**src/trs_pkg.sv**
```systemverilog
// Package: register offsets, field positions, reset values and timing constants for the status/setup block
package trs_pkg;

	// ************************************************************
	// Register map (byte offsets on a 32-bit bus)
	// ************************************************************
	localparam logic [3:0] OFF_STATUS    = 4'h0;
	localparam logic [3:0] OFF_COMMAND   = 4'h4;
	localparam logic [3:0] OFF_SUBADDR   = 4'h8;
	localparam logic [3:0] OFF_AUX_SETUP = 4'hc;

	// ************************************************************
	// Field positions
	// ************************************************************
	localparam int ST_RX_INHIBIT   = 7;
	localparam int ST_RESET_SEEN   = 4;
	localparam int ST_TEST         = 3;
	localparam int ST_RECONFIG     = 2;
	localparam int ST_TX_ACKED     = 1;
	localparam int ST_TX_AVAIL     = 0;
	localparam int AUX_FAST_RD_DIS = 0;
	localparam int AUX_ENH_TIMING  = 1;
	localparam int AUX_IDLE_BYPASS = 2;
	localparam int AUX_RECON_LO    = 3;
	localparam int SUB_SEL2        = 2;

	// ************************************************************
	// Reset values
	// ************************************************************
	localparam logic [7:0] STATUS_RESET = 8'h91;
	localparam logic [7:0] AUX_RESET    = 8'h00;
	localparam logic [2:0] SUB_RESET    = 3'h0;
	localparam logic [7:0] MASK_RESET   = 8'h00;

	// ************************************************************
	// Host command codes (written to the command register)
	// ************************************************************
	localparam logic [3:0] CMD_CLEAR_FLAGS = 4'h8;
	localparam logic [3:0] CMD_DISABLE_TX  = 4'h1;
	localparam logic [3:0] CMD_ENABLE_TX   = 4'h3;
	localparam logic [3:0] CMD_ENABLE_RX   = 4'h4;
	localparam logic [3:0] CMD_SOFT_RESET  = 4'hf;

	// ************************************************************
	// Timing
	// ************************************************************
	localparam int CLK_HZ          = 40_000_000;
	localparam int IDLE_TIME_NS    = 656_000;
	localparam int IDLE_CYCLES     = (IDLE_TIME_NS / 1000) * (CLK_HZ / 1_000_000);
	localparam int RECON_T0_MS     = 6720;
	localparam int RECON_T1_MS     = 1680;
	localparam int RECON_T2_MS     = 840;
	localparam int RECON_T3_MS     = 420;
	localparam int CLK_PER_MS      = CLK_HZ / 1000;

endpackage

```
**src/trs_status_setup.sv**
```systemverilog
// Status register, auxiliary setup register and timers of the token-ring controller
// Summary of operation
// RULE1 - Setup bit disables fast read path
// RULE2 - Enhanced timing bit clear keeps legacy timing
// RULE3 - RAM init waits idle line unless bypassed
// RULE4 - Two-bit field picks reconfiguration timeout period
// RULE5 - Timeout scales with data rate, nodes unchanged
// RULE6 - Shortest timeout needs a node 255
// RULE7 - Receiver inhibited until enabled, after reception
// RULE8 - Only enable-receive command clears inhibit
// RULE9 - Inhibited receiver answers senders with NAK
// RULE10 - Masked status bits raise interrupt
// RULE11 - Status bits six and five reserved
// RULE12 - Reset or node id zero sets flag
// RULE13 - Test bit reads zero
// RULE14 - Idle line timeout sets reconfiguration flag
// RULE15 - Host checks self-caused reconfig on interrupt
// RULE16 - Acked flag set on ack, cleared by enable
// RULE17 - Broadcasts never report acknowledgement
// RULE18 - Transmitter available on last byte or disable
// RULE19 - Enable transmit clears available at token
// RULE20 - Status resets to 1xx1 0001
// RULE21 - Setup reached via select bit two only
// RULE22 - Interrupt is OR of masked bits
//
// The implementer's own choices: the Wishbone slave port and the address map.
module trs_status_setup
	import trs_pkg::*;
#(
	parameter int IDLE_CNT  = IDLE_CYCLES,
	parameter int MS_CNT    = CLK_PER_MS
) (
	// Clock and reset
	input  wire logic        clk_i,
	input  wire logic        rst_i,
	// Wishbone slave
	input  wire logic        cyc_i,
	input  wire logic        stb_i,
	input  wire logic        we_i,
	input  wire logic [3:0]  adr_i,
	input  wire logic [3:0]  sel_i,
	input  wire logic [31:0] dat_i,
	output logic      [31:0] dat_o,
	output logic             ack_o,
	output logic             err_o,
	// Network side events from the protocol engine
	input  wire logic        receive_input_i,
	input  wire logic        rx_packet_done_i,
	input  wire logic        rx_attempt_i,
	input  wire logic        tx_last_byte_i,
	input  wire logic        tx_acked_i,
	input  wire logic        tx_broadcast_i,
	input  wire logic        token_rx_i,
	input  wire logic        node_id_zero_wr_i,
	input  wire logic        rate_half_i,
	// Controls to the protocol engine
	output logic             rx_nak_o,
	output logic             fast_read_disable_o,
	output logic             enhanced_timing_o,
	output logic             ram_init_allow_o,
	output logic             recon_timeout_o,
	output logic             soft_reset_o,
	output logic             irq_o
);

	// ************************************************************
	// Helpers
	// ************************************************************
	// Reconfiguration period in ms for a select code
	function automatic logic [12:0] recon_ms(input logic [1:0] s);
		unique case (s)
			2'b00: recon_ms = 13'(RECON_T0_MS);
			2'b01: recon_ms = 13'(RECON_T1_MS);
			2'b10: recon_ms = 13'(RECON_T2_MS);
			2'b11: recon_ms = 13'(RECON_T3_MS);
		endcase
	endfunction

	// ************************************************************
	// Input synchroniser for the line
	// ************************************************************
	logic receive_input_s1_q, receive_input_s2_q, receive_input_prev_q;
	always_ff @(posedge clk_i) begin
		receive_input_s1_q   <= receive_input_i;
		receive_input_s2_q   <= receive_input_s1_q;
		receive_input_prev_q <= receive_input_s2_q;
	end
	wire line_edge = receive_input_s2_q ^ receive_input_prev_q;

	// ************************************************************
	// Registers and bus decode
	// ************************************************************
	logic [7:0]  status_q, status_d;
	logic [7:0]  aux_q, aux_d;
	logic [2:0]  sub_q, sub_d;
	logic [7:0]  mask_q, mask_d;
	logic        tx_pend_q, tx_pend_d;
	logic        ack_q, ack_d;
	logic        err_q, err_d;
	logic [31:0] dat_q, dat_d;
	logic        sreset_q, sreset_d;

	// Writes need lane 0; the mask and the config flag need their own lanes too
	wire req      = cyc_i & stb_i & ~ack_q & ~err_q;
	wire wr       = req & we_i & sel_i[0];
	wire [3:0] cmd = dat_i[3:0];
	wire cmd_wr   = wr && adr_i == OFF_COMMAND;
	wire aux_open = sub_q[SUB_SEL2];
	wire mapped   = adr_i == OFF_STATUS || adr_i == OFF_COMMAND || adr_i == OFF_SUBADDR
		|| (adr_i == OFF_AUX_SETUP && aux_open);          // RULE21

	// Bus answer one cycle after request; unmapped gives err
	always_comb begin
		ack_d = req & mapped;
		err_d = req & ~mapped;
		dat_d = 32'h0;
		unique case (adr_i)
			OFF_STATUS:    dat_d[7:0] = status_q;
			OFF_COMMAND:   dat_d[7:0] = mask_q;
			OFF_SUBADDR:   dat_d[2:0] = sub_q;
			OFF_AUX_SETUP: dat_d[7:0] = aux_open ? aux_q : 8'h00;   // RULE21
			default:       dat_d = 32'h0;
		endcase
	end

	// Control register updates; command low nibble is the opcode, mask sits in bits 15:8
	always_comb begin
		aux_d    = aux_q;
		sub_d    = sub_q;
		mask_d   = mask_q;
		sreset_d = 1'b0;
		if (wr && adr_i == OFF_AUX_SETUP && aux_open)
			aux_d = dat_i[7:0];                                  // RULE1 RULE2 RULE3 RULE4
		if (wr && adr_i == OFF_SUBADDR)
			sub_d = dat_i[2:0];
		if (cmd_wr && sel_i[1])
			mask_d = dat_i[15:8];
		if (cmd_wr && cmd == CMD_SOFT_RESET)
			sreset_d = 1'b1;
		// Configuration write shares the command word (bit 16) and drops the setup select
		if (cmd_wr && sel_i[2] && dat_i[16])
			sub_d[SUB_SEL2] = 1'b0;                              // RULE21
	end

	// ************************************************************
	// Status flags; hardware sets win over command clears
	// ************************************************************
	logic rx_set, recon_set;
	always_comb begin
		status_d  = status_q;
		tx_pend_d = tx_pend_q;
		// Receive inhibit
		if (cmd_wr && cmd == CMD_ENABLE_RX)
			status_d[ST_RX_INHIBIT] = 1'b0;                      // RULE8
		if (rx_set)
			status_d[ST_RX_INHIBIT] = 1'b1;                      // RULE7
		// Reset flag and reconfiguration flag
		if (cmd_wr && cmd == CMD_CLEAR_FLAGS) begin
			status_d[ST_RESET_SEEN] = 1'b0;                      // RULE12
			status_d[ST_RECONFIG]   = 1'b0;                      // RULE14
		end
		if (node_id_zero_wr_i)
			status_d[ST_RESET_SEEN] = 1'b1;                      // RULE12
		if (recon_set)
			status_d[ST_RECONFIG] = 1'b1;                        // RULE14
		// Transmit: enable clears ack now, availability at next token
		if (cmd_wr && cmd == CMD_ENABLE_TX) begin
			status_d[ST_TX_ACKED] = 1'b0;                        // RULE16
			tx_pend_d = 1'b1;
		end
		if (tx_pend_q && token_rx_i) begin
			status_d[ST_TX_AVAIL] = 1'b0;                        // RULE19
			tx_pend_d = 1'b0;
		end
		if (tx_acked_i && !tx_broadcast_i)
			status_d[ST_TX_ACKED] = 1'b1;                        // RULE16 RULE17
		if (tx_last_byte_i || (cmd_wr && cmd == CMD_DISABLE_TX)) begin
			status_d[ST_TX_AVAIL] = 1'b1;                        // RULE18
			tx_pend_d = 1'b0;
		end
		// Reserved and test bits held at zero
		status_d[6:5]     = 2'b00;                               // RULE11
		status_d[ST_TEST] = 1'b0;                                // RULE13
	end
	// A packet only lands in a receiver that is still open
	assign rx_set = rx_packet_done_i & ~status_q[ST_RX_INHIBIT];

	// ************************************************************
	// Line idle timer
	// ************************************************************
	logic [15:0] idle_q, idle_d;
	always_comb begin
		idle_d    = idle_q;
		recon_set = 1'b0;
		if (line_edge)
			idle_d = 16'h0;
		else if (idle_q == 16'(IDLE_CNT - 1)) begin
			idle_d    = 16'h0;
			recon_set = 1'b1;                                    // RULE14
		end else
			idle_d = idle_q + 16'h1;
	end

	// ************************************************************
	// Reconfiguration timer, period doubled at half data rate
	// ************************************************************
	logic [15:0] ms_q, ms_d;
	logic [13:0] rt_q, rt_d;
	logic        rto_d;
	always_comb begin
		ms_d  = ms_q + 16'h1;
		rt_d  = rt_q;
		rto_d = 1'b0;
		if (line_edge) begin
			ms_d = 16'h0;
			rt_d = 14'h0;
		end else if (ms_q == 16'(MS_CNT - 1)) begin
			ms_d = 16'h0;
			// Scaling the limit keeps node count per setting unchanged
			if (rt_q == (rate_half_i ? {recon_ms(aux_q[AUX_RECON_LO +: 2]), 1'b0}
				: {1'b0, recon_ms(aux_q[AUX_RECON_LO +: 2])}) - 14'h1) begin   // RULE4 RULE5
				rt_d  = 14'h0;
				rto_d = 1'b1;
			end else
				rt_d = rt_q + 14'h1;
		end
	end

	// ************************************************************
	// State registers
	// ************************************************************
	always_ff @(posedge clk_i) begin
		if (rst_i || sreset_q) begin
			status_q <= STATUS_RESET;                            // RULE20 RULE12
			tx_pend_q <= 1'b0;
			idle_q <= 16'h0;
			ms_q <= 16'h0;
			rt_q <= 14'h0;
			recon_timeout_o <= 1'b0;
			rx_nak_o <= 1'b0;
			irq_o <= 1'b0;
			fast_read_disable_o <= 1'b0;
			enhanced_timing_o <= 1'b0;
			ram_init_allow_o <= 1'b0;
		end else begin
			status_q <= status_d;
			tx_pend_q <= tx_pend_d;
			idle_q <= idle_d;
			ms_q <= ms_d;
			rt_q <= rt_d;
			recon_timeout_o <= rto_d;
			// NAK follows the flag as it stands, not its next value
			rx_nak_o <= rx_attempt_i & status_q[ST_RX_INHIBIT];                    // RULE9
			irq_o <= |(status_d & mask_q);                                         // RULE10 RULE22
			fast_read_disable_o <= aux_q[AUX_FAST_RD_DIS];                         // RULE1
			enhanced_timing_o <= aux_q[AUX_ENH_TIMING];                            // RULE2
			ram_init_allow_o <= aux_q[AUX_IDLE_BYPASS] | (~line_edge & idle_q != 16'h0);  // RULE3
		end
	end

	// Bus and configuration registers survive soft reset
	always_ff @(posedge clk_i) begin
		if (rst_i) begin
			aux_q <= AUX_RESET;
			sub_q <= SUB_RESET;
			mask_q <= MASK_RESET;
			ack_q <= 1'b0;
			err_q <= 1'b0;
			dat_q <= 32'h0;
			sreset_q <= 1'b0;
		end else begin
			aux_q <= aux_d;
			sub_q <= sub_d;
			mask_q <= mask_d;
			ack_q <= ack_d;
			err_q <= err_d;
			dat_q <= dat_d;
			sreset_q <= sreset_d;
		end
	end
	// Bus outputs come straight from their registers
	assign ack_o = ack_q;
	assign err_o = err_q;
	assign dat_o = dat_q;
	assign soft_reset_o = sreset_q;

	// ************************************************************
	// Checks
	// ************************************************************
	property p_rx_clear;
		@(posedge clk_i) disable iff (rst_i || sreset_q)
		$fell(status_q[ST_RX_INHIBIT]) |-> $past(cmd_wr && cmd == CMD_ENABLE_RX);
	endproperty
	a_rx_clear: assert property (p_rx_clear) else $error("inhibit cleared without enable");  // RULE8

	// Any attempt seen while inhibited is refused in the next cycle
	property p_nak;
		@(posedge clk_i) disable iff (rst_i || sreset_q)
		(rx_attempt_i && status_q[ST_RX_INHIBIT]) |=> rx_nak_o;
	endproperty
	a_nak: assert property (p_nak) else $error("no NAK while inhibited");  // RULE9

	// Reset cycles force irq low, so only cycles run in normal mode are compared
	property p_irq;
		@(posedge clk_i) disable iff (rst_i)
		!rst_i && !sreset_q |=> irq_o == |($past(status_d) & $past(mask_q));
	endproperty
	a_irq: assert property (p_irq) else $error("interrupt mismatch");  // RULE22

	property p_rsv;
		@(posedge clk_i) disable iff (rst_i)
		status_q[6:5] == 2'b00 && !status_q[ST_TEST];
	endproperty
	a_rsv: assert property (p_rsv) else $error("reserved or test bit set");  // RULE13

	property p_reset_val;
		@(posedge clk_i) $rose(rst_i) ##1 rst_i |-> status_q == STATUS_RESET;
	endproperty
	a_reset_val: assert property (p_reset_val) else $error("bad status reset value");  // RULE20

	property p_bcast;
		@(posedge clk_i) disable iff (rst_i || sreset_q)
		$rose(status_q[ST_TX_ACKED]) |-> $past(tx_acked_i && !tx_broadcast_i);
	endproperty
	a_bcast: assert property (p_bcast) else $error("ack reported for broadcast");  // RULE17

	property p_avail;
		@(posedge clk_i) disable iff (rst_i || sreset_q)
		tx_last_byte_i |=> status_q[ST_TX_AVAIL];
	endproperty
	a_avail: assert property (p_avail) else $error("available not set");  // RULE18

	property p_recon;
		@(posedge clk_i) disable iff (rst_i || sreset_q)
		recon_set |=> status_q[ST_RECONFIG];
	endproperty
	a_recon: assert property (p_recon) else $error("reconfig flag not set");  // RULE14

	property p_sel;
		@(posedge clk_i) disable iff (rst_i)
		(req && adr_i == OFF_AUX_SETUP && !aux_open) |=> err_o && !ack_o;
	endproperty
	a_sel: assert property (p_sel) else $error("setup reachable without select");  // RULE21

endmodule
```
**config.mk**
```make
export PLATFORM = sky130hd
export DESIGN_NAME = trs_status_setup
export DESIGN_NICKNAME = d
export VERILOG_FILES = /design/src/trs_pkg.sv /design/src/trs_status_setup.sv
export SDC_FILE = /design/constraint.sdc
export NUM_CORES = 1
export LEC_CHECK = 0
export ABC_AREA = 1
export ABC_CLOCK_PERIOD_IN_PS = 2350
export BUFFER_PORTS_ARGS = -buffer_cell sky130_fd_sc_hd__buf_2
export CORE_MARGIN = 5
export CORE_UTILIZATION = 55
export CTS_CLUSTER_SIZE = 10
export DETAILED_ROUTE_END_ITERATION = 7
export PLACE_DENSITY_LB_ADDON = 0.08
export REMOVE_ABC_BUFFERS = 1
export SYNTH_ARGS = -nofsm -noshare
export SYNTH_HDL_FRONTEND = slang
export SYNTH_SLANG_ARGS = --single-unit
```
**constraint.sdc**
```tcl
create_clock -name clk_i -period 2.35 [get_ports clk_i]
set_clock_uncertainty 0.1 [all_clocks]
set_input_delay 0.47 -clock clk_i [delete_from_list [all_inputs] [get_ports clk_i]]
set_output_delay 0.47 -clock clk_i [all_outputs]
set_load 0.02 [all_outputs]
```
# == Word level (Yosys, flattened, before mapping) ==
# Index checks and enable logic that the tools add are counted.
# word_totals
register_bits,118
in_bits,54
output_inout_bits,41
word_cells,114
# classes
n_addsub,4
n_eq_ne,14
muxes,22
bitwise,19
reduce_logical,31
# op_table
operator,n
$pmux 13 s4,1
$add 16x1->16 const B,2
$mux 14,2
$mux 13,2
$eq 16x15->1 const B,1
$eq 16x16->1 const B,1
$eq 4x4->1 const B,4
$reduce_bool 16->1,1
$logic_and 1x1->1,15
$pmux 5 s3,1
$add 14x1->14 const B,1
$eq 14x14->1,1
$mux 1,14
$sub 14x1->14 const B,1
$pmux 3 s4,1
$reduce_or 3->1,4
$and 1x1->1,10
$and 8x8->8,1
$eq 4x3->1 const B,2
$mux 8,1
$reduce_or 8->1,1
$not 1->1,6
$logic_or 1x1->1,5
$eq 2x2->1 const B,2
other kinds (9),10

# == Logic depth before layout (Yosys ltp) ==
# Gate-level depths: netlist (run 1).
# depth
word_depth,11
depth_mapped,15
ltp_nobuf,13

# == Worst setup path before layout (run 1) ==
# OpenSTA, ideal clock, no wires.
# synth_timing
path_type,in2reg
start,in rate_half_i
end,reg rt_q[12]
setup_time_ps,128
arrival_time_ps,1937
required_ps,2122
path_slack_ps,185
path_stages,15
path_buffers,2
cell_sequence,buf_4 inv_4 nand2_2 nand3_1 ha_1 nor2_1 nor2_1 nand2_1 nor2_1 nand3_1 nor2_2 nand4_2 buf_6 nand2_1 nor2_1
# synth_via
elab_chain_len,4
# synth_rtl
element,line,rtl
from (decl),trs_status_setup.sv:55,"input wire logic rate_half_i,"
$mux 14,trs_status_setup.sv:220,"if (rt_q == (rate_half_i ? {recon_ms(aux_q[AUX_RECON_LO +: 2]), 1'b0}"
$sub 14x1->14,trs_status_setup.sv:221,": {1'b0, recon_ms(aux_q[AUX_RECON_LO +: 2])}) - 14'h1) begin"
$eq 14x14->1,trs_status_setup.sv:220,
$mux 14,trs_status_setup.sv:220,
to (signal assigned),trs_status_setup.sv:250,rt_q <= rt_d;
to (decl),trs_status_setup.sv:208,"logic [13:0] rt_q, rt_d;"
# No other way between the ends.
# A chain may end at the register's enable or synchronous reset.

# == Worst setup path in the final report (run 1) ==
# layout_timing
start,reg aux_q[3]
end,reg rt_q[8]
# layout_via
elab_chain_len,8
elab_cells_between_ends,11
cone_classes,1 x add/sub; 4 x eq/ne; 5 x mux; 1 x reduce/logical
# layout_rtl
element,line,rtl
from (decl),trs_status_setup.sv:94,"logic [7:0] aux_q, aux_d;"
from (signal assigned),trs_status_setup.sv:272,aux_q <= aux_d;
"$eq 2x2->1, or another cell as far along",trs_status_setup.sv:71,unique case (s)
$pmux 13 s4 *,trs_status_setup.sv:71,
$mux 13 *,trs_status_setup.sv:217,end else if (ms_q == 16'(MS_CNT - 1)) begin
$mux 13 *,trs_status_setup.sv:214,if (line_edge) begin
$mux 14 *,trs_status_setup.sv:220,
$sub 14x1->14 *,trs_status_setup.sv:221,
$eq 14x14->1 *,trs_status_setup.sv:220,
$mux 14 *,trs_status_setup.sv:220,
# Mark *: on every way between the ends. The rest lies on a longest branch, timed or not. The select of a mux whose other input is x is not followed.

==> results of run 1 <==
report_power, final:
part / total [W] / internal [W] / leakage [nW] / switching [W]
Clock: 0.00107 / 0.000523 / 0.0970 / 0.000546
Sequential: 0.00156 / 0.00155 / 0.736 / 0.00000794
Combinational: 0.000210 / 0.0000652 / 1.52 / 0.000145
sequential cells by signal, indices dropped and copies added (netlist names), 3 cells and up:
| signal | count |
|---|---|
| aux_q | 8 |
| dat_o | 8 |
| idle_q | 16 |
| mask_q | 8 |
| ms_q | 16 |
| rt_q | 14 |
| status_q | 5 |
| sub_q | 3 |
logic make-up (layout without fill, tap and decap cells):
logic type	Yosys count	in the layout	share of synthesized area (%)
other	1	24	0.0795
buffers and inverters	130	179	13.0
and+or+nand+nor	368	368	35.3
DFF	91	91	38.6
adders and majority gates	5	5	1.33
xor gates and xnor gates	8	8	1.48
AOI/OAI and AO/OA	89	89	10.2
cell type report:
cell class,count,area [um2]
well taps,105,131
clock buffers,12,145
fillers,784,3020
inverters,94,358
repair buffers,70,403
clock inverters,3,47.5
multi-input cells,494,2370
flip-flops and latches,91,1820
Yosys cell counts (2+ instances only):
library cell / instances
clkbuf_1: 3
buf_4: 25
o21a_1: 4
buf_6: 3
nand4_1: 16
o22ai_1: 2
nand2_2: 5
inv_2: 7
xor2_1: 6
nand3b_1: 3
inv_1: 84
xnor2_1: 2
nor3_4: 2
ha_1: 5
nor3b_1: 3
nand3_1: 58
nor4_1: 2
nor2_1: 90
dfxtp_1: 91
nor2_2: 9
o21ai_0: 35
nand2_1: 155
a221oi_1: 3
or2_2: 6
a21oi_1: 39
nor3_1: 13
buf_2: 5
nor2_4: 2
inv_4: 2
final timing paths:
kind	startpoint	end	slack (ps)	depth (start not counted)
max	aux_q[3]	rt_q[8]	220	14
min	receive_input_i	receive_input_s1_q	110	1
max reg2reg	aux_q[3]	rt_q[8]	220	14
min reg2reg	receive_input_s1_q	receive_input_s2_q	240	0
per-stage QoR:
stage	cells	instance area [um2]	total power (W)	hold WS (ps)	setup slack [ps]
after global routing	869	5280	0.00298	79.3	41.4
after CTS	869	5280	0.00287	90.1	157
after floorplan	679	4550	0.00172	210	151
final	869	5280	0.00284	106	224
after global placement	854	5080	0.00180	214	125
after detailed placement	854	5080	0.00180	218	20.3
critical path, stage by stage, from the launching register on:
cell and delay [ps]:
dfxtp_2 380, inv_2 70, nand2_1 70, nand3_1 100, ha_1 340, nor2_1 50, nor2_1 140, nand2_1 70
nor2_1 90, nand3_1 90, nor2_2 150, nand4_2 120, buf_12 170, nand2_1 80, inv_2 30
metal layers:
| layer | part of all wire (%) | vias up | routed length, um | global-route usage (%) |
|---|---|---|---|---|
| li1 | - | 2304 | - | - |
| met4 | 2.2 | 0 | 248 | 9.69 |
| met3 | 6.5 | 21 | 714 | 3.92 |
| met5 | 0 | - | 0 | 0 |
| met2 | 49 | 157 | 5350 | 37.1 |
| met1 | 43 | 2003 | 4710 | 27.6 |
==> flow_summary_export.csv, run 1 <==
group,metric,value,unit
timing,slew_headroom,58.3,%
cts,clock_path_buffers,2,
yosys,syn_area_per_cell,6.82,um2
global_route,overflow,0,
floorplan,num_rows,33,
worst_setup_path,critPathArrivalTime,2290,ps
cts,path_clk_slew,90,ps
cts,cts.sinks,91,
worst_setup_path,path_max_fanout,12,
placement,hpwl,8640,um
global_route,grt_max_degree,24,
cts,numCtsBuffers,9,
yosys,ys_ff_latch,91,
route,drtIter0Drc,157,
cts,postCtsSetupRepairBufs,0,
timing,worst_slew_pin_slew,625,ps
cts,cts-resized-gates,0,
global_route,gr-usage-all-layers,22.1,%
worst_setup_path,crit_type,"flop to flop",
cts,cts_tree,"built",
yosys,async_flop_share,0,%
timing,hold_viol_final,0,
final_layout,nNetsFinal,819,
cts,postCtsHoldBufs,0,
timing,tns,0,ps
worst_hold_path,min_path_type,"input port to flop",
yosys,synthTopCellsByArea,"dfxtp_1, nand2_1, nor2_1",
yosys,yosysTopAreaCellShare,38.6,%
route,vias,4485,
route,postRouteAntennaNets,0,
yosys,synthCells,692,
worst_setup_path,crit_path_end_kind,"flop",
pwr,p_leak,2.36,nW
global_route,grt_pass1_vias,4326,
cts,cts-root-buf,"clkbuf_8",
floorplan,die-width,103,um
worst_setup_path,cp.required,2520,ps
pwr,powerDensity,538,mW/mm2
timing,final.period_utilization,90.5,%
timing,grt_setup_unrepaired,"no",
final_layout,drive_gt1_share,15.8,%
final_layout,final_common_cell,"nand2_1",
timing,fmax,470,MHz
yosys,synth_edf_count,0,
yosys,syn_area,0.00472,mm2
final_layout,n_antenna_cell,0,
floorplan,die_h,103,um
cts,htreeDepth,3,
route,vias_per_cell,5.16,
route,drc,0,
route,post_drt_wl_per_cell,12.7,um
yosys,ys.flop_type,"dfxtp_1",
cts,clk_latency,350,ps
final_layout,area_growth,11.8,%
floorplan,initial_utilization,56.9,%
floorplan,io_pins,95,
placement,gp_congestion,0.865,
timing,period_needed,2130,ps
route,routed_wl,11000,um
yosys,synth_cell_type_count,41,
job,cap_violations,0,
route,first_pass_iters,5,
timing,finalSetupViolCount,0,
placement,port_buffers,54,
floorplan,coreArea,0.00830,mm2
final_layout,final_cell_mix,"nand2_1, nor2_1, dfxtp_1",
global_route,grt_pass1_wl,18900,um
worst_setup_path,crit_path_start_kind,"flop",
timing,final_max_slew_viol_count,0,
yosys,synth_area_leader_cell,"dfxtp_1",
final_layout,utilization,63.6,%
global_route,antenna_found_initial,0,
pwr,peakVddDrop,333,uV
floorplan,fp.dieArea,0.0105,mm2
yosys,ys_seq_area_share,38.6,%
outcome,status,"finished, final reports clean",
yosys,yosys_warnings,0,
(Power assumes the default switching activity.)
==> run 2, diff against run 1 <==
- ABC_AREA: 1 -> not set
- CORE_UTILIZATION: 55 -> 54
==> run 2 against run 1 <==
Maximum frequency decreased by 2.0%; global-route usage decreased by 2.0 points; via count decreased by 17%.
==> flow_summary_export.csv, run 2 <==
group,metric,value,unit
timing,fmax,461,MHz
job,cap_violations,0,
worst_setup_path,r2r_end,"rt_q[2]",
final_layout,finalInstanceArea,0.00500,mm2
placement,hpwl,7380,um
pwr,p_leak,1.91,nW
global_route,antenna_found_initial,0,
yosys,synth_edf_count,0,
yosys,syn_area_per_cell,8.45,um2
yosys,synth_common_cells,"dfxtp_1, nor2_1, nand2_1",
floorplan,coreArea,0.00777,mm2
yosys,yosysMostFrequentCell,"dfxtp_1",
cts,cts_tree,"built",
worst_setup_path,critPathArrivalTime,2320,ps
worst_setup_path,crit_path_start_kind,"flop",
timing,worst_slew_pin_slew,519,ps
final_layout,drive_gt1_share,19.8,%
final_layout,final_cell_mix,"dfxtp_1, nor2_1, buf_2",
pwr,powerDensity,577,mW/mm2
global_route,grt_pass1_wl,16300,um
yosys,synth_compound_area_share,10.6,%
cts,htreeDepth,3,
yosys,synth_area_leader_cell,"dfxtp_1",
final_layout,final_common_cell,"dfxtp_1",
yosys,syn_area,0.00434,mm2
final_layout,n_antenna_cell,0,
route,drc,0,
route,drtIter0Drc,130,
cts,cts.sinks,91,
timing,period_needed,2170,ps
route,routed_wl,9570,um
yosys,synthCells,514,
timing,grt_setup_unrepaired,"no",
outcome,status,"finished, final reports clean",
timing,final_max_slew_viol_count,0,
yosys,yosys.area_share.simple,28.1,%
pwr,peakVddDrop,310,uV
timing,finalSetupViolCount,0,
placement,placed_cell_area,0.00477,mm2
worst_hold_path,hold_end,"receive_input_s1_q",
global_route,overflow,0,
route,vias,3720,
yosys,synth_cell_type_count,57,
timing,worst_slack,181,ps
yosys,synth_fa_ha_area_share,1.44,%
floorplan,num_rows,32,
yosys,yosysTopAreaCellShare,41.9,%
cts,clk_latency,360,ps
worst_setup_path,path_max_fanout,12,
route,first_pass_iters,4,
cts,numCtsBuffers,9,
floorplan,io_pins,95,
yosys,ys_seq_area_share,41.9,%
yosys,yosys_warnings,0,
final_layout,reg_top3,"idle_q: 16 flops, ms_q: 16 flops, rt_q: 14 flops",
floorplan,die-width,99.7,um
worst_setup_path,r2r_setup_slack,180,ps
yosys,async_flop_share,0,%
placement,place_ws,-47.4,ps
global_route,grt_pass1_vias,3547,
yosys,synthXorXnorAreaFrac,8.67,%
route,vias_per_cell,5.36,
worst_hold_path,min_from,"receive_input_i",
global_route,grt_max_degree,16,
worst_hold_path,whs_path_depth,1,
timing,hold_viol_final,0,
worst_setup_path,crit_type,"flop to flop",
worst_hold_path,min_path_type,"input port to flop",
floorplan,initial_utilization,55.9,%
placement,gp_congestion,0.891,
floorplan,die_h,99.7,um
cts,postCtsSetupRepairBufs,0,
timing,final.period_utilization,92.3,%
route,post_drt_wl_per_cell,13.8,um
worst_setup_path,r2r_cells,6,
final_layout,fillCellCount,714,
cts,clock_path_buffers,2,
yosys,synth_top_family_by_area,"simple AND/OR/NAND/NOR gates",
worst_setup_path,crit_path_end_kind,"flop",
final_layout,area_growth,15.0,%
cts,path_clk_slew,90,ps
yosys,ys_ff_latch,91,
worst_setup_path,cp.required,2510,ps
worst_setup_path,reg2reg_from,"ms_q[0]",
yosys,ys.flop_type,"dfxtp_1",
global_route,gr-usage-all-layers,20.0,%
placement,port_buffers,54,
timing,slew_headroom,65.1,%
yosys,synthTopCellsByArea,"dfxtp_1, nor2_1, xor2_1",
route,postRouteAntennaNets,0,
final_layout,nNetsFinal,646,
yosys,synthMuxAreaShare,1.70,%
cts,cts-root-buf,"clkbuf_8",
floorplan,fp.dieArea,0.00994,mm2
## run 2: cell types whose count changed after synthesis, sizes merged, moves of 20 or more
| cell | delta |
|---|---|
| o21ai | -28 |
| nand3 | -21 |
| nor2 | -30 |
| inv | -83 |
| xor2 | +20 |
| nand2 | -109 |
## run 2: layer usage
metal / vias to the layer above / GRT usage (%) / routed length (um)
li1: 1881 / - / -
met1: 1733 / 26.5 / 4440
met2: 83 / 31.6 / 4470
met3: 23 / 3.65 / 398
met4: 0 / 9.35 / 258
met5: - / 0 / 0
## run 2: what timing repair did
| item | in CTS | in global routing |
|---|---|---|
| resized for setup | 0 | 4 |
| endpoints found under the hold margin | 0 | 0 |
| hold buffers | 0 | 0 |
| setup endpoints to repair | 0 | 15 |
## run 2: stage by stage
step,total power [W],utilization (%),setup TNS [ps],hold WS (ps),instances
6_report,0.00288,64.3,0,101,694
3_3_place_gp,0.00180,61.5,-742,211,678
4_1_cts,0.00290,64.2,0,90.4,694
2_1_floorplan,0.00170,-,-2190,210,493
3_5_place_dp,0.00180,61.5,-531,214,678
5_1_grt,0.00300,64.3,0,91.5,694
## run 2: logic make-up after synthesis
family	count (synthesis)
AO/OA/AOI/OAI	70
XOR/XNOR	43
adder cells (fa/ha/maj)	5
buffers and inverters	54
flip-flops	91
multiplexers	7
other	1
AND/OR/NAND/NOR	243
## run 2: worst max-delay path, cell delays in order (launching register included)
cell and delay, ps:
dfxtp_1 410, ha_1 280, nand3_1 140, or4_1 610
o31ai_4 310, buf_12 170, nor2_1 50
## run 2: area by class of cell
class | instances | area (um2) | share of cell area (%)
multi-input cells | 392 | 2290 | 45.9
flip-flops and latches | 91 | 1830 | 36.6
repair buffers | 83 | 500 | 10.0
clock buffers | 11 | 151 | 3.03
well taps | 102 | 128 | 2.55
clock inverters | 5 | 60.1 | 1.20
inverters | 10 | 37.5 | 0.751
## run 2: report_power, final
| part | switching, W | internal [W] | total (W) |
|---|---|---|---|
| sequential | 0.00000900 | 0.00155 | 0.00156 |
| combinational | 0.000133 | 0.0000751 | 0.000208 |
| clock | 0.000559 | 0.000554 | 0.00111 |
| total | 0.000701 | 0.00218 | 0.00288 |
## run 2: worst max path at each step
stage / cells after the start / to / start / slack (ps)
floorplan: 5 / status_q[4] / adr_i[1] / -260
global placement: 11 / rt_q[8] / rate_half_i / -60
detailed placement: 11 / rt_q[2] / rate_half_i / -50
CTS: 9 / rt_q[2] / aux_q[4] / 110
global route: 11 / rt_q[0] / aux_q[3] / 1
finish: 6 / rt_q[2] / ms_q[0] / 180
